--- src/core/mrsp_pkg.sv ---
// Purpose: Shared constants for the monitor readback and status port.
// Assumes: Serial bus pins are sampled by mclk_i and already synchronous.
// Notes: Constants and the slave state type; every user writes mrsp_pkg::name.
package mrsp_pkg;
	// Command byte fields
	localparam int CMD_VOLT_REPEAT = 0;
	localparam int CMD_V_ONCE = 1;
	localparam int CMD_I_CONT = 2;
	localparam int CMD_I_ONCE = 3;
	localparam int CMD_VOLT_ATTEN = 4;
	localparam int CMD_STATUS = 6;
	localparam int BYTE_MSB = 7;
	localparam logic [6:0] CMD_RESET = 7'h00;
	// Extended register selects
	localparam logic [1:0] EXT_ALERT_EN = 2'h1;
	localparam logic [1:0] EXT_ALERT_TH = 2'h2;
	localparam logic [1:0] EXT_CONTROL = 2'h3;
	localparam logic [7:0] ALERT_EN_RESET = 8'h04;
	localparam logic [7:0] ALERT_TH_RESET = 8'hFF;
	localparam logic [7:0] CONTROL_RESET = 8'h00;
	// Field positions
	localparam int CTL_FORCE_OFF = 0;
	localparam int AEN_SWAP_FAIL = 2;
	localparam int AEN_CLEAR = 4;
	localparam int ST_DIG_SEEN = 0;
	localparam int ST_DIG_ALERT = 1;
	localparam int ST_ANA_OFF = 2;
	localparam int ST_SWAP_FAIL = 3;
	localparam int ST_OFF = 4;
	localparam int ST_OFF_ALERT = 5;
	// Frame geometry
	localparam int BITS_PER_BYTE = 8;
	localparam logic [3:0] BIT_CNT_LAST = 4'h8;
	localparam logic [1:0] FRAME_LAST = 2'h2;
	// Serial slave states
	typedef enum logic [2:0] {
		SL_IDLE = 3'b000,
		SL_RX = 3'b001,
		SL_ACK = 3'b010,
		SL_TX = 3'b011,
		SL_MACK = 3'b100
	} mrsp_state_t;
endpackage : mrsp_pkg

--- src/core/mrsp_flags.sv ---
// Purpose: Sticky alert flags and live state bits of the status byte.
// Assumes: Event inputs are synchronous to mclk_i.
// Notes: A set in the clearing cycle wins over the clear.
`timescale 1ns/1ps
`default_nettype none
module mrsp_flags #(
	parameter bit LATCH_OFF = 1'b1
) (
	input wire logic mclk_i,
	input wire logic rst_n_i,
	input wire logic clear_i,
	input wire logic off_i,
	input wire logic digital_overcurrent_seen_i,
	input wire logic digital_trip_i,
	input wire logic analog_overcurrent_off_i,
	input wire logic swap_failure_i,
	input wire logic swap_failure_alert_enable_i,
	output logic [7:0] status_o
);
	logic dig_alert_reg;
	logic swap_failure_sticky_reg;
	logic off_alert_reg;
	logic off_q_reg;
	logic off_rise;

	// Turn-off edge from pin or force bit
	assign off_rise = off_i & ~off_q_reg;

	// Previous off level
	always_ff @(posedge mclk_i) begin
		if (!rst_n_i) begin
			off_q_reg <= 1'b0;
		end else begin
			off_q_reg <= off_i;
		end
	end

	// Sticky flags, set beats clear
	always_ff @(posedge mclk_i) begin
		if (!rst_n_i) begin
			dig_alert_reg <= 1'b0;
			swap_failure_sticky_reg <= 1'b0;
			off_alert_reg <= 1'b0;
		end else begin
			dig_alert_reg <= digital_trip_i | (dig_alert_reg & ~clear_i);
			swap_failure_sticky_reg <= swap_failure_i
				| (swap_failure_sticky_reg & ~clear_i);
			off_alert_reg <= off_rise | (off_alert_reg & ~clear_i);
		end
	end

	// Status byte assembly
	always_comb begin
		status_o = 8'h00;
		status_o[mrsp_pkg::ST_DIG_SEEN] = digital_overcurrent_seen_i;
		status_o[mrsp_pkg::ST_DIG_ALERT] = dig_alert_reg;
		status_o[mrsp_pkg::ST_ANA_OFF] = LATCH_OFF
			? (swap_failure_sticky_reg & swap_failure_alert_enable_i)
			: analog_overcurrent_off_i;
		status_o[mrsp_pkg::ST_SWAP_FAIL] = swap_failure_sticky_reg;
		status_o[mrsp_pkg::ST_OFF] = off_i;
		status_o[mrsp_pkg::ST_OFF_ALERT] = off_alert_reg;
	end

	property p_clear_flags;
		@(posedge mclk_i) disable iff (!rst_n_i)
		clear_i && !digital_trip_i && !swap_failure_i && !off_rise
		|=> status_o[1] == 1'b0 && status_o[3] == 1'b0 && status_o[5] == 1'b0;
	endproperty
	a_clear_flags: assert property (p_clear_flags) else $error("sticky flags not cleared");

	property p_trip_sticky;
		@(posedge mclk_i) disable iff (!rst_n_i)
		digital_trip_i ##1 !clear_i [*3] |-> status_o[1];
	endproperty
	a_trip_sticky: assert property (p_trip_sticky) else $error("trip flag lost");

	property p_off_alert;
		@(posedge mclk_i) disable iff (!rst_n_i)
		$rose(off_i) |=> status_o[5];
	endproperty
	a_off_alert: assert property (p_off_alert) else $error("off alert missed");

	property p_top_zero;
		@(posedge mclk_i) disable iff (!rst_n_i)
		status_o[7:6] == 2'b00;
	endproperty
	a_top_zero: assert property (p_top_zero) else $error("status top bits set");

	c_clear_seen: cover property (@(posedge mclk_i) disable iff (!rst_n_i)
		status_o[3] ##1 !status_o[3]);
endmodule : mrsp_flags
`default_nettype wire

--- src/core/mrsp_port.sv ---
// Purpose: Serial slave for readback frames, status byte and ext writes.
// Assumes: scl_i and sda_i are synchronous to mclk_i and well slower.
// Notes: SDA is open drain; sda_oe_o high pulls the line low.
`timescale 1ns/1ps
`default_nettype none
module mrsp_port #(
	parameter bit LATCH_OFF = 1'b1,
	parameter bit ENABLE_ACTIVE_HIGH = 1'b1,
	parameter int CODE_W = 12
) (
	input wire logic mclk_i,
	input wire logic rst_n_i,
	input wire logic scl_i,
	input wire logic sda_i,
	output logic sda_o,
	output logic sda_oe_o,
	input wire logic [6:0] dev_addr_i,
	input wire logic [CODE_W-1:0] voltage_code_i,
	input wire logic [CODE_W-1:0] current_code_i,
	input wire logic voltage_ready_i,
	input wire logic current_ready_i,
	input wire logic hot_swap_enable_pin_i,
	input wire logic digital_overcurrent_seen_i,
	input wire logic digital_trip_i,
	input wire logic analog_overcurrent_off_i,
	input wire logic swap_failure_i,
	output logic hot_swap_off_o,
	output logic [6:0] command_o,
	output logic voltage_repeat_convert_o,
	output logic voltage_attenuation_select_o,
	output logic [7:0] alert_enable_o,
	output logic [7:0] alert_threshold_o,
	output logic [7:0] status_o
);
	mrsp_pkg::mrsp_state_t state_reg;
	logic scl_q_reg;
	logic sda_q_reg;
	logic [7:0] shift_reg;
	logic [3:0] bit_cnt_reg;
	logic rw_reg;
	logic addr_phase_reg;
	logic ext_pending_reg;
	logic [1:0] ext_sel_reg;
	logic [1:0] rd_idx_reg;
	logic mack_reg;
	logic [6:0] command_reg;
	logic [7:0] alert_en_reg;
	logic [7:0] alert_th_reg;
	logic [7:0] control_reg;
	logic sda_oe_reg;
	logic off_reg;
	logic scl_rise;
	logic scl_fall;
	logic start_cond;
	logic stop_cond;
	logic byte_done;
	logic wr_byte;
	logic load_rd;
	logic [1:0] load_idx;
	logic sel_v;
	logic sel_i;
	logic [CODE_W-1:0] v_code;
	logic [CODE_W-1:0] i_code;
	logic [7:0] tx_byte;
	logic [7:0] status_byte;
	logic pin_off;

	// Builds one byte of a readback frame
	function automatic logic [7:0] frame_byte(input logic [1:0] idx,
			input logic sv, input logic si,
			input logic [CODE_W-1:0] v, input logic [CODE_W-1:0] i);
		logic [7:0] b;
		b = 8'h00;
		if (sv && si) begin
			case (idx)
				2'h0: b = v[11:4];
				2'h1: b = i[11:4];
				2'h2: b = {v[3:0], i[3:0]};
				default: b = 8'h00;
			endcase
		end else if (sv) begin
			if (idx == 2'h0) begin
				b = v[11:4];
			end else if (idx == 2'h1) begin
				b = {v[3:0], 4'h0};
			end
		end else if (si) begin
			if (idx == 2'h0) begin
				b = i[11:4];
			end else if (idx == 2'h1) begin
				b = {i[3:0], 4'h0};
			end
		end
		return b;
	endfunction : frame_byte

	// Bus condition detection
	assign scl_rise = scl_i & ~scl_q_reg;
	assign scl_fall = ~scl_i & scl_q_reg;
	assign start_cond = scl_i & scl_q_reg & sda_q_reg & ~sda_i;
	assign stop_cond = scl_i & scl_q_reg & ~sda_q_reg & sda_i;
	assign byte_done = scl_fall && bit_cnt_reg == mrsp_pkg::BIT_CNT_LAST;

	// Channel selection and not-yet-converted masking
	assign sel_v = command_reg[mrsp_pkg::CMD_VOLT_REPEAT] | command_reg[mrsp_pkg::CMD_V_ONCE];
	assign sel_i = command_reg[mrsp_pkg::CMD_I_CONT] | command_reg[mrsp_pkg::CMD_I_ONCE];
	assign v_code = voltage_ready_i ? voltage_code_i : '0;
	assign i_code = current_ready_i ? current_code_i : '0;

	// Byte to shift out next
	assign load_rd = (state_reg == mrsp_pkg::SL_ACK && scl_fall && rw_reg)
		|| (state_reg == mrsp_pkg::SL_MACK && scl_fall && mack_reg);
	assign load_idx = (state_reg == mrsp_pkg::SL_ACK) ? 2'h0 : rd_idx_reg + 2'h1;
	assign tx_byte = command_reg[mrsp_pkg::CMD_STATUS] ? status_byte
		: frame_byte(load_idx, sel_v, sel_i, v_code, i_code);
	assign wr_byte = state_reg == mrsp_pkg::SL_RX && byte_done && !addr_phase_reg && !rw_reg;

	// Pin sampling history
	always_ff @(posedge mclk_i) begin
		if (!rst_n_i) begin
			scl_q_reg <= 1'b1;
			sda_q_reg <= 1'b1;
		end else begin
			scl_q_reg <= scl_i;
			sda_q_reg <= sda_i;
		end
	end

	// Slave sequencing, shifting and line drive
	always_ff @(posedge mclk_i) begin
		if (!rst_n_i) begin
			state_reg <= mrsp_pkg::SL_IDLE;
			shift_reg <= 8'h00;
			bit_cnt_reg <= 4'h0;
			rw_reg <= 1'b0;
			addr_phase_reg <= 1'b0;
			rd_idx_reg <= 2'h0;
			mack_reg <= 1'b0;
			sda_oe_reg <= 1'b0;
		end else if (start_cond) begin
			state_reg <= mrsp_pkg::SL_RX;
			bit_cnt_reg <= 4'h0;
			addr_phase_reg <= 1'b1;
			rw_reg <= 1'b0;
			sda_oe_reg <= 1'b0;
		end else if (stop_cond) begin
			state_reg <= mrsp_pkg::SL_IDLE;
			sda_oe_reg <= 1'b0;
		end else begin
			unique case (state_reg)
				mrsp_pkg::SL_IDLE: begin
					sda_oe_reg <= 1'b0;
				end
				mrsp_pkg::SL_RX: begin
					if (scl_rise) begin
						shift_reg <= {shift_reg[6:0], sda_i};
						bit_cnt_reg <= bit_cnt_reg + 4'h1;
					end else if (byte_done) begin
						if (addr_phase_reg && shift_reg[7:1] != dev_addr_i) begin
							state_reg <= mrsp_pkg::SL_IDLE;
						end else begin
							state_reg <= mrsp_pkg::SL_ACK;
							sda_oe_reg <= 1'b1;
							if (addr_phase_reg) begin
								rw_reg <= shift_reg[0];
							end
						end
						addr_phase_reg <= 1'b0;
					end
				end
				mrsp_pkg::SL_ACK: begin
					if (scl_fall) begin
						bit_cnt_reg <= 4'h0;
						if (rw_reg) begin
							state_reg <= mrsp_pkg::SL_TX;
							shift_reg <= tx_byte;
							rd_idx_reg <= load_idx;
							sda_oe_reg <= ~tx_byte[mrsp_pkg::BYTE_MSB];
						end else begin
							state_reg <= mrsp_pkg::SL_RX;
							sda_oe_reg <= 1'b0;
						end
					end
				end
				mrsp_pkg::SL_TX: begin
					if (scl_fall) begin
						if (bit_cnt_reg == mrsp_pkg::BIT_CNT_LAST - 4'h1) begin
							state_reg <= mrsp_pkg::SL_MACK;
							sda_oe_reg <= 1'b0;
						end else begin
							shift_reg <= {shift_reg[6:0], 1'b0};
							sda_oe_reg <= ~shift_reg[6];
						end
						bit_cnt_reg <= bit_cnt_reg + 4'h1;
					end
				end
				mrsp_pkg::SL_MACK: begin
					if (scl_rise) begin
						mack_reg <= ~sda_i;
					end else if (scl_fall) begin
						bit_cnt_reg <= 4'h0;
						if (mack_reg) begin
							state_reg <= mrsp_pkg::SL_TX;
							shift_reg <= tx_byte;
							rd_idx_reg <= load_idx;
							sda_oe_reg <= ~tx_byte[mrsp_pkg::BYTE_MSB];
						end else begin
							state_reg <= mrsp_pkg::SL_IDLE;
						end
					end
				end
				default: begin
					state_reg <= mrsp_pkg::SL_IDLE;
					sda_oe_reg <= 1'b0;
				end
			endcase
		end
	end

	// Command byte versus extended address decode
	always_ff @(posedge mclk_i) begin
		if (!rst_n_i) begin
			command_reg <= mrsp_pkg::CMD_RESET;
			ext_pending_reg <= 1'b0;
			ext_sel_reg <= 2'h0;
		end else if (start_cond) begin
			ext_pending_reg <= 1'b0;
		end else if (wr_byte) begin
			if (ext_pending_reg) begin
				ext_pending_reg <= 1'b0;
			end else if (shift_reg[mrsp_pkg::BYTE_MSB]) begin
				ext_pending_reg <= 1'b1;
				ext_sel_reg <= shift_reg[1:0];
			end else begin
				command_reg <= shift_reg[6:0];
			end
		end
	end

	// Extended registers; clear bit drops one cycle after it is written
	always_ff @(posedge mclk_i) begin
		if (!rst_n_i) begin
			alert_en_reg <= mrsp_pkg::ALERT_EN_RESET;
			alert_th_reg <= mrsp_pkg::ALERT_TH_RESET;
			control_reg <= mrsp_pkg::CONTROL_RESET;
		end else if (wr_byte && ext_pending_reg) begin
			unique case (ext_sel_reg)
				mrsp_pkg::EXT_ALERT_EN: alert_en_reg <= shift_reg;
				mrsp_pkg::EXT_ALERT_TH: alert_th_reg <= shift_reg;
				mrsp_pkg::EXT_CONTROL: control_reg <= shift_reg;
				default: alert_en_reg <= alert_en_reg;
			endcase
		end else begin
			alert_en_reg[mrsp_pkg::AEN_CLEAR] <= 1'b0;
		end
	end

	// Off state from pin or software force
	assign pin_off = ENABLE_ACTIVE_HIGH ? ~hot_swap_enable_pin_i : hot_swap_enable_pin_i;
	always_ff @(posedge mclk_i) begin
		if (!rst_n_i) begin
			off_reg <= 1'b0;
		end else begin
			off_reg <= pin_off | control_reg[mrsp_pkg::CTL_FORCE_OFF];
		end
	end

	// Status flag keeper
	mrsp_flags #(
		.LATCH_OFF(LATCH_OFF)
	) u_flags (
		.mclk_i(mclk_i),
		.rst_n_i(rst_n_i),
		.clear_i(alert_en_reg[mrsp_pkg::AEN_CLEAR]),
		.off_i(off_reg),
		.digital_overcurrent_seen_i(digital_overcurrent_seen_i),
		.digital_trip_i(digital_trip_i),
		.analog_overcurrent_off_i(analog_overcurrent_off_i),
		.swap_failure_i(swap_failure_i),
		.swap_failure_alert_enable_i(alert_en_reg[mrsp_pkg::AEN_SWAP_FAIL]),
		.status_o(status_byte)
	);

	// Output drive
	assign sda_o = 1'b0;
	assign sda_oe_o = sda_oe_reg;
	assign hot_swap_off_o = off_reg;
	assign command_o = command_reg;
	assign voltage_repeat_convert_o = command_reg[mrsp_pkg::CMD_VOLT_REPEAT];
	assign voltage_attenuation_select_o = command_reg[mrsp_pkg::CMD_VOLT_ATTEN];
	assign alert_enable_o = alert_en_reg;
	assign alert_threshold_o = alert_th_reg;
	assign status_o = status_byte;

	property p_force_off;
		@(posedge mclk_i) disable iff (!rst_n_i)
		control_reg[0] |=> hot_swap_off_o && status_o[4];
	endproperty
	a_force_off: assert property (p_force_off) else $error("force off ignored");

	property p_ack_drive;
		@(posedge mclk_i) disable iff (!rst_n_i)
		state_reg == mrsp_pkg::SL_ACK |-> sda_oe_o;
	endproperty
	a_ack_drive: assert property (p_ack_drive) else $error("ack not driven");

	property p_both_third;
		@(posedge mclk_i) disable iff (!rst_n_i)
		load_rd && load_idx == 2'h2 && sel_v && sel_i && !command_reg[6]
		|=> shift_reg == {$past(v_code[3:0]), $past(i_code[3:0])};
	endproperty
	a_both_third: assert property (p_both_third) else $error("third byte wrong");

	property p_v_second;
		@(posedge mclk_i) disable iff (!rst_n_i)
		load_rd && load_idx == 2'h1 && sel_v && !sel_i && !command_reg[6]
		|=> shift_reg == {$past(v_code[3:0]), 4'h0};
	endproperty
	a_v_second: assert property (p_v_second) else $error("voltage lsb byte wrong");

	property p_i_second;
		@(posedge mclk_i) disable iff (!rst_n_i)
		load_rd && load_idx == 2'h1 && !sel_v && sel_i && !command_reg[6]
		|=> shift_reg == {$past(i_code[3:0]), 4'h0};
	endproperty
	a_i_second: assert property (p_i_second) else $error("current lsb byte wrong");

	property p_status_rd;
		@(posedge mclk_i) disable iff (!rst_n_i)
		load_rd && command_reg[6] |=> shift_reg == $past(status_byte);
	endproperty
	a_status_rd: assert property (p_status_rd) else $error("status byte not sent");

	property p_not_ready;
		@(posedge mclk_i) disable iff (!rst_n_i)
		load_rd && load_idx == 2'h0 && sel_v && !voltage_ready_i && !command_reg[6]
		|=> shift_reg == 8'h00;
	endproperty
	a_not_ready: assert property (p_not_ready) else $error("unconverted data nonzero");

	property p_clear_self;
		@(posedge mclk_i) disable iff (!rst_n_i)
		alert_en_reg[4] && !wr_byte |=> !alert_en_reg[4];
	endproperty
	a_clear_self: assert property (p_clear_self) else $error("clear bit stuck");

	c_three_bytes: cover property (@(posedge mclk_i) disable iff (!rst_n_i)
		load_rd && load_idx == 2'h2);
	c_status_read: cover property (@(posedge mclk_i) disable iff (!rst_n_i)
		load_rd && command_reg[6]);
	c_ext_write: cover property (@(posedge mclk_i) disable iff (!rst_n_i)
		wr_byte && ext_pending_reg);
endmodule : mrsp_port
`default_nettype wire

--- config.mk ---
export PLATFORM = sky130hd
export DESIGN_NAME = mrsp_port
export DESIGN_NICKNAME = d
export VERILOG_FILES = /design/src/core/mrsp_pkg.sv /design/src/core/mrsp_flags.sv /design/src/core/mrsp_port.sv
export SDC_FILE = /design/constraint.sdc
export NUM_CORES = 1
export LEC_CHECK = 0
export BUFFER_PORTS_ARGS = -buffer_cell sky130_fd_sc_hd__buf_2
export CAP_MARGIN = 20
export CELL_PAD_IN_SITES_DETAIL_PLACEMENT = 2
export CELL_PAD_IN_SITES_GLOBAL_PLACEMENT = 2
export CORE_MARGIN = 5
export CORE_UTILIZATION = 31
export CTS_CLUSTER_SIZE = 16
export DETAILED_ROUTE_END_ITERATION = 10
export PLACE_DENSITY_LB_ADDON = 0.1
export SYNTH_ARGS = -nofsm -noshare
export SYNTH_HDL_FRONTEND = slang
export SYNTH_SLANG_ARGS = --single-unit
export TNS_END_PERCENT = 5
--- constraint.sdc ---
create_clock -name mclk_i -period 2.7 [get_ports mclk_i]
set_input_delay 0.135 -clock mclk_i [delete_from_list [all_inputs] [get_ports mclk_i]]
set_output_delay 0.135 -clock mclk_i [all_outputs]
set_load 0.02 [all_outputs]
# Yosys cells after proc, flatten, opt, wreduce, memory -nomap -nowiden

Cells that the tools add are included.

Add/subtract/negate cells: 2
Equality and inequality tests: 34
Muxes and demuxes: 63
Bitwise gates (word level): 35
Reduce and logical (&&, ||, !) cells: 32

Operators by type and width:

| cell                                           | count |
|---|---|
| two-way mux 8 bit                              | 16 |
| one-hot mux 8 bit (4 select lines)             | 1 |
| AND reduction 8 bit                            | 4 |
| != test 4 bit (second input constant)          | 7 |
| != test 2 bit (second input constant)          | 13 |
| two-way mux 12 bit                             | 2 |
| one-hot mux 8 bit (3 select lines)             | 1 |
| two-way mux 3 bit                              | 7 |
| two-way mux 1 bit                              | 19 |
| two-way mux 2 bit                              | 9 |
| inverter 1 bit                                 | 17 |
| two-way mux 4 bit                              | 4 |
| one-hot mux 4 bit (4 select lines)             | 1 |
| AND reduction 4 bit                            | 4 |
| one-hot mux 3 bit (5 select lines)             | 1 |
| AND 1 bit                                      | 12 |
| AND reduction 11 bit                           | 1 |
| AND reduction 2 bit                            | 4 |
| logical AND 1 bit                              | 7 |
| != test 7 bit                                  | 1 |
| == test 2 bit (second input constant)          | 3 |
| == test 3 x 2 -> 1 bit (second input constant) | 2 |
| OR 1 bit                                       | 6 |
| AND reduction 6 bit                            | 1 |
| other kinds (19)                               | 23 |

Register bits after elaboration: 55
Input bits: 42
Output and inout bits: 36
Logic and storage cells: 189

# Depth between registers and ports, before layout

Gate-level depths: netlist (run 1).

Depth after elaboration: 14
Gate-level depth with buffers: 8
Depth with buffers taken out: 7

# Cells and area by module

Synthesis (run 1) repeated with hierarchy kept, for this count alone.

Cells, all modules: 408
Area, all modules: 3269.4 um^2

By module, submodules not included:

| module     | instances | cells each | area each (um^2) | sequential area each (um^2) |
|---|---|---|---|---|
| mrsp_port  | 1         | 387        | 3061.7           | 1021.0 |
| mrsp_flags | 1         | 21         | 207.7            | 80.1 |

# Least setup slack after synthesis (run 1)

No wires, ideal clock.

Path type: flip-flop to flip-flop
From: reg bit_cnt_reg[0]
To: reg alert_en_reg[2] (netlist: alert_enable_o[2])
Setup time: 0.129 ns
Arrival: 1.766 ns
Required time: 2.571 ns
Setup slack: 0.806 ns
Cell stages (with the launch flop): 9
Buffers on the path: 1
Clock period less this slack: 1.894 ns
Cells stage by stage: dfxtp_1 -> inv_1 -> ha_1 -> and4bb_2 -> nand4_4 -> or4b_4 -> buf_6 -> mux2i_1 -> nand2_1

Word-level cells in the longest chain between the ends: 7

RTL lines:

| element                         | RTL line         | RTL |
|---|---|---|
| start: declaration              | mrsp_port.sv:39  | `logic [3:0] bit_cnt_reg;` |
| start signal: assignment        | mrsp_port.sv:157 | `bit_cnt_reg <= bit_cnt_reg + 4'h1;` |
| start signal: assignment        | mrsp_port.sv:194 | `bit_cnt_reg <= bit_cnt_reg + 4'h1;` |
| == test 4 bit                   | mrsp_port.sv:102 | `assign byte_done = scl_fall && bit_cnt_reg == mrsp_pkg::BIT_CNT_LAST;` |
| logical AND 1 bit               | mrsp_port.sv:102 |  |
| logical AND 1 bit (3 in series) | mrsp_port.sv:116 | `assign wr_byte = state_reg == mrsp_pkg::SL_RX && byte_done && !addr_phase_reg && !rw_reg;` |
| logical AND 1 bit               | mrsp_port.sv:246 | `end else if (wr_byte && ext_pending_reg) begin` |
| AND reduction 2 bit (no line)   | n/a              |  |
| end signal: assignment          | mrsp_port.sv:243 | `alert_en_reg <= mrsp_pkg::ALERT_EN_RESET;` |
| end signal: assignment          | mrsp_port.sv:248 | `mrsp_pkg::EXT_ALERT_EN: alert_en_reg <= shift_reg;` |
| end signal: assignment          | mrsp_port.sv:251 | `default: alert_en_reg <= alert_en_reg;` |
| end: declaration                | mrsp_port.sv:47  | `logic [7:0] alert_en_reg;` |

No other way between the ends.
A chain may end at the register's enable or synchronous reset.

# Worst setup path in the final report (run 1)

From: reg state_reg[0]
To: reg alert_th_reg[7] (netlist: alert_threshold_o[7])

Word-level cells in the longest chain between the ends: 6

RTL lines:

| element                         | RTL line         | RTL |
|---|---|---|
| start: declaration              | mrsp_port.sv:35  | `mrsp_pkg::mrsp_state_t state_reg;` |
| start signal: assignment        | mrsp_port.sv:132 | `state_reg <= mrsp_pkg::SL_IDLE;` |
| start signal: assignment        | mrsp_port.sv:141 | `state_reg <= mrsp_pkg::SL_RX;` |
| start signal: assignment        | mrsp_port.sv:147 | `state_reg <= mrsp_pkg::SL_IDLE;` |
| == test 3 x 1 -> 1 bit          | mrsp_port.sv:116 |  |
| logical AND 1 bit (3 in series) | mrsp_port.sv:116 |  |
| logical AND 1 bit               | mrsp_port.sv:246 |  |
| AND reduction 2 bit (no line)   | n/a              |  |
| end signal: assignment          | mrsp_port.sv:244 | `alert_th_reg <= mrsp_pkg::ALERT_TH_RESET;` |
| end signal: assignment          | mrsp_port.sv:249 | `mrsp_pkg::EXT_ALERT_TH: alert_th_reg <= shift_reg;` |
| end: declaration                | mrsp_port.sv:48  | `logic [7:0] alert_th_reg;` |

No other way between the ends.

==> flow_summary_export.csv, run 1 <==
group,metric,value,unit
route,drtAntennaViolNets,0,
clocking,postCtsHoldBufs,1,
sta,worst_pin_slew,0.6045,ns
route,drt_iter0_drc,142,
setup_path,crit_fanout,10,
clocking,cts_resized,0,
die,die_h,114.2,um
finish,fillers,1296,
sta,slew_headroom,59.61,%
sta,slew_violations,0,
synth,synth_edf_count,0,
clocking,clkTransAtPathRegs,0.12,ns
finish,syn_to_final_growth,18.02,%
synth,synth.avg_cell_area,8.215,um2
clocking,cts_buffer_depth,2,
global_routing,grt_pass1_wl,19890,um
synth,synthSimpleGateAreaFrac,27.60,%
synth,synth_top_family_by_area,"simple AND/OR/NAND/NOR gates",
die,core-area,10750,um2
pwr,cellLeakagePower,1.495,nW
clocking,post_cts_buffers,0,
global_routing,grt-ovfl-total,0,
synth,synth_compound_area_share,21.17,%
die,row_count,38,
die,ios,78,
placed_design,dpl-instance-area,3849,um2
pwr,powerDensity,616.6,nW/um2
clocking,worst_skew_pair.late_latency,0.31,ns
hold_path,hold-path-cell-count,3,
finish,drive_above_1_share,23.37,%
finish,design_area,3975,um2
clocking,root_buffer,"clkbuf_8",
synth,synthMuxAreaShare,8.024,%
route,drtPass1Iterations,4,
global_routing,grt_max_degree,24,
sta,fin_skew,0.01234,ns
route,drc_errors,0,
synth,ys.flop_type,"dfxtp_1",
global_routing,antenna_found_initial,0,
global_routing,grt_pass1_vias,3715,
finish,fin_nets,518,
global_routing,grt_usage,19.06,%
clocking,cts.sinks,55,
setup_path,worstSetupPathType,"reg2reg",
setup_path,cp.required,2.90,ns
synth,synth-xor-area-share,2.080,%
sta,fmaxAchievable,0.4488,GHz
pwr,max-vdd-ir-drop,0.2374,mV
synth,synth-adder-area-share,0.7429,%
synth,ys_seq_area_share,32.69,%
synth,synth_seq_cells,55,
sta,hold_viol,0,
placed_design,place_congestion,0.8044,
die,fp.dieW,114.2,um
sta,setup_violations,0,
setup_path,max_stage_delay,0.62,ns
synth,synth_cell_types,69,
route,post_drt_wl_per_cell,20.01,um
setup_path,r2r_cells,5,
finish,n_antenna_cell,0,
clocking,cts_buffers,5,
setup_path,cp_data_arrival_time,2.43,ns
placed_design,place_hpwl,9294,um
synth,synth_area,3368,um2
route,num_vias,3407,
setup_path,endpoint_kind,"flop",
synth,synth_warnings,0,
setup_path,critPathLaunchType,"flop",
sta,final.period_utilization,82.52,%
die,dieArea,13050,um2
job,drv_cap,0,
route,wl,12310,um
sta,fin_tns_setup,0,ns
clocking,cts_tree,"built",
die,start_util,31.35,%
setup_path,cp_slowest_cell,"dfxtp_1",
sta,min_period,2.228,ns
setup_path,path_cells,"nor3b_4, nand4_1, nor3_4, mux2i_1, nand2_1",
route,routed_via_density,5.540,
outcome,outcome,"finished clean",
synth,ys_async_sr_fraction,0,%
placed_design,portBuffers,73,
synth,synthCells,410,
clocking,cts-htree-levels,2,
hold_path,min_path_type,"in2reg",
sta,rsz0062_at_grt,"no",
cell type report:
class / count / area [um2] / area share (%)
clock inverter: 3 / 47.55 / 1.196
multi-input combinational: 307 / 2019 / 50.80
timing repair buffer: 93 / 518.0 / 13.03
inverter: 12 / 45.04 / 1.133
sequential: 55 / 1101 / 27.70
tap: 140 / 175.2 / 4.407
clock buffer: 5 / 68.82 / 1.731
worst paths after layout:
check	start	to	slack (ns)
setup reg to reg	state_reg[0]	alert_threshold_o[7]	0.47
hold reg to reg	control_reg[0]	hot_swap_off_o	0.47
hold / removal	digital_trip_i	u_flags.dig_alert_reg	0.03
setup / recovery	state_reg[0]	alert_threshold_o[7]	0.47
power breakdown:
part	internal [W]	switching, W	leakage (nW)
clock	0.000282	0.000311	0.0587
sequential	0.000859	0.0000923	0.446
combinational	0.000360	0.000547	0.990
total	0.00150	0.000950	1.49
stage by stage:
| stage | std cells | hold WS, ns | total power (W) | worst slack [ns] | utilization [%] |
|---|---|---|---|---|---|
| finish | 615 | 0.03140 | 0.002451 | 0.4720 | 36.99 |
| global route | 615 | 0.02489 | 0.002608 | 0.2585 | 36.99 |
| CTS | 615 | 0.02862 | 0.002469 | 0.4561 | 36.99 |
| detailed placement | 606 | 0.3283 | 0.001878 | 0.4739 | 35.82 |
| global placement | 606 | 0.3353 | 0.001855 | 0.5461 | 35.82 |
| floorplan | 412 | 0.2309 | 0.001549 | 0.8056 | - |
cell families (layout without fill, tap and decap cells):
group	Yosys count	after routing
XOR/XNOR	8	8
flip-flops	55	55
other	1	3
AO/OA/AOI/OAI	103	103
buffers and inverters	50	113
multiplexers	27	27
AND/OR/NAND/NOR	164	164
adder cells (fa/ha/maj)	2	2
metal layers:
metal,global-route usage (%),part of all wire [%],vias to the layer above
met5,0,0,-
met4,3.563,1.1,0
met3,2.748,2.3,8
met2,33.02,49,46
met1,25.37,47,1719
li1,-,-,1634
worst max-delay path, delay by kind of cell (launching register included):
family           cells  cell delay, ns
multiplexers         1            0.27
flip-flops           1            0.62
AND/OR/NAND/NOR      4            1.21
Yosys cell counts, types with 11 or more instances:
master    number  area [um2]
inv_1         11       41.29
dfxtp_1       55        1101
mux2i_1       27       270.3
nand4_1       25       156.4
buf_4         15       112.6
o21ai_0       17       85.08
nor2_1        40       150.1
nand3_1       15       75.07
nand2_1       33       123.9
clkbuf_1      18       67.56
nand2b_1      12       75.07
a21oi_1       20       100.1
o211ai_1      11       82.58
cell usage in the layout (no fill, tap or decap), types with 4 or more instances in the layout:
master    count
nor2_1       40
a211oi_1      8
and2_1        4
o211ai_1     11
a31oi_1       9
xnor2_1       7
nand2b_1     12
nand2_1      33
dfxtp_1      55
buf_4        19
nand4_1      25
buf_2        73
nor3_1        4
nand3_1      15
o21ai_0      17
o221ai_1      6
nor3b_1       5
a21oi_1      20
mux2i_1      27
inv_1        11
clkbuf_8      5
No activity file was read; power rests on OpenSTA's default activity.
==> run 2: changes to the inputs <==
--- a/config.mk
+++ b/config.mk
@@ -10,7 +10,7 @@
 export CELL_PAD_IN_SITES_DETAIL_PLACEMENT = 2
 export CELL_PAD_IN_SITES_GLOBAL_PLACEMENT = 2
 export CORE_MARGIN = 5
-export CORE_UTILIZATION = 31
+export CORE_UTILIZATION = 28
 export CTS_CLUSTER_SIZE = 16
 export DETAILED_ROUTE_END_ITERATION = 10
 export PLACE_DENSITY_LB_ADDON = 0.1
==> constraint.sdc (replaced) <==
create_clock -name mclk_i -period 2 [get_ports mclk_i]
set_input_delay 0.1 -clock mclk_i [delete_from_list [all_inputs] [get_ports mclk_i]]
set_output_delay 0.1 -clock mclk_i [all_outputs]
set_load 0.02 [all_outputs]
==> run 2 against run 1 <==
  * Critical path depth rose by 2
  * First-iteration DRC count is 16% lower
  * Via count up 4.3%
  * Clock skew down 0.0061 ns
  * Sequential share of layout area fell by 2.3 points
  * Total power is 50% higher
  * Largest cell class unchanged
==> flow_summary_export.csv, run 2 (synthesis results as in run 1) <==
group,metric,value,unit
die,core-area,11910,um2
pwr,powerDensity,838.7,nW/um2
setup_path,endpoint_kind,"flop",
sta,rsz0062_at_grt,"yes",
route,num_vias,3555,
clocking,cts.sinks,55,
finish,seqCellArea,1114,um2
finish,multi_input_area,2034,um2
placed_design,portBuffers,73,
finish,final_common_cell,"buf_2",
setup_path,crit_fanout,7,
sta,fmaxAchievable,0.5188,GHz
clocking,root_buffer,"clkbuf_16",
global_routing,grt_max_degree,21,
route,routed_via_density,5.370,
clocking,cts_tree,"built",
outcome,outcome,"finished clean",
setup_path,worstReg2RegStart,"bit_cnt_reg[0]",
global_routing,grt_pass1_vias,3943,
die,row_count,40,
setup_path,critPathLaunchType,"flop",
route,drtPass1Iterations,4,
die,die_h,119.7,um
finish,fin_nets,558,
global_routing,grt_pass1_wl,21050,um
sta,hold_viol,0,
hold_path,worst_hold_startpoint,"swap_failure_i",
clocking,worst_skew_pair.late_latency,0.30,ns
finish,syn_to_final_growth,29.98,%
sta,whs,0.01625,ns
die,start_util,28.28,%
clocking,cts_buffer_depth,2,
sta,setup_violations,0,
die,ios,78,
setup_path,worstSetupPathType,"reg2reg",
hold_path,min_path_type,"in2reg",
sta,slew_violations,0,
route,drt_iter0_drc,119,
sta,min_period,1.927,ns
placed_design,dpl-instance-area,4168,um2
setup_path,cp_data_arrival_time,2.12,ns
global_routing,antenna_found_initial,0,
job,drv_cap,0,
route,wl,13240,um
die,dieArea,14320,um2
finish,fillers,1399,
clocking,clkTransAtPathRegs,0.08,ns
finish,drive_above_1_share,31.46,%
sta,layout_setup_ws,0.07258,ns
route,drc_errors,0,
placed_design,place_congestion,0.8016,
route,drtAntennaViolNets,0,
route,post_drt_wl_per_cell,20.00,um
pwr,max-vdd-ir-drop,0.5757,mV
sta,final.period_utilization,96.37,%
setup_path,setup.worst_path.start,"bit_cnt_reg[0]",
clocking,cts_buffers,5,
die,fp.dieW,119.7,um
finish,layout_common_cells,"buf_2, buf_4, dfxtp_1, nor2_1, nand2_1",
global_routing,grt-ovfl-total,0,
setup_path,cp.required,2.19,ns
finish,design_area,4378,um2
global_routing,grt_usage,18.37,%
clocking,cts-htree-levels,2,
placed_design,place_hpwl,10220,um
finish,n_antenna_cell,0,
sta,fin_skew,0.006200,ns
pwr,cellLeakagePower,1.719,nW
finish,final_core_util,36.75,%
placed_design,place_ws,-0.03827,ns
## run 2: cell count changes in the layout (fill, tap and decap cells not counted), sizes merged
cell    previous run  this run
bufinv             1         0
clkinv             2         3
buf               92       132
## run 2: routing by layer
layer	up-vias	share of wire [%]	global-route usage, %
met3	10	3.0	3.534
met1	1775	44	22.65
met5	-	0	0
met4	0	0.99	3.579
li1	1718	-	-
met2	52	52	33.30
## run 2: what timing repair did
action                     in CTS  in global routing
pin swaps                       2                  2
hold buffers                    1                  0
setup endpoints to repair      13                 40
buffers inserted                0                  2
gates resized for setup         3                 11
hold endpoints to repair        1                  0
## run 2: layout make-up
type / instances / share of cell area (%)
inverters: 12 / 1.029
flip-flops and latches: 55 / 25.44
clock inverters: 3 / 0.6573
multi-input cells: 307 / 46.47
repair buffers: 133 / 19.35
clock buffers: 5 / 2.858
well taps: 147 / 4.201
## run 2: worst paths after layout
kind	to	slack, ns	cells after the start
worst min register to register	hot_swap_off_o	0.46	2
worst max register to register	alert_enable_o[2]	0.07	7
worst max-delay path	alert_enable_o[2]	0.07	7
worst min-delay path	u_flags.swap_failure_sticky_reg	0.02	3
## run 2: through the flow
step / TNS [ns] / power (W) / std cells
after floorplan: 0 / 0.002091 / 412
after global placement: 0 / 0.002676 / 651
after detailed placement: -0.1525 / 0.002715 / 651
after CTS: -0.01684 / 0.003684 / 660
after global routing: -0.01832 / 0.003902 / 662
final: 0 / 0.003672 / 662
## run 2: worst max-delay path, cell delays in order (launching register included)
cell and delay [ns]:
dfxtp_2 0.34, inv_1 0.06, ha_1 0.13, and4bb_2 0.28
nand4_4 0.10, or4b_4 0.63, mux2i_1 0.22, nand2_1 0.07
## run 2: power breakdown
group          internal [W]  total (W)  switching (W)
sequential          0.00117    0.00126      0.0000927
clock              0.000480   0.000945       0.000465
combinational      0.000641    0.00147       0.000828
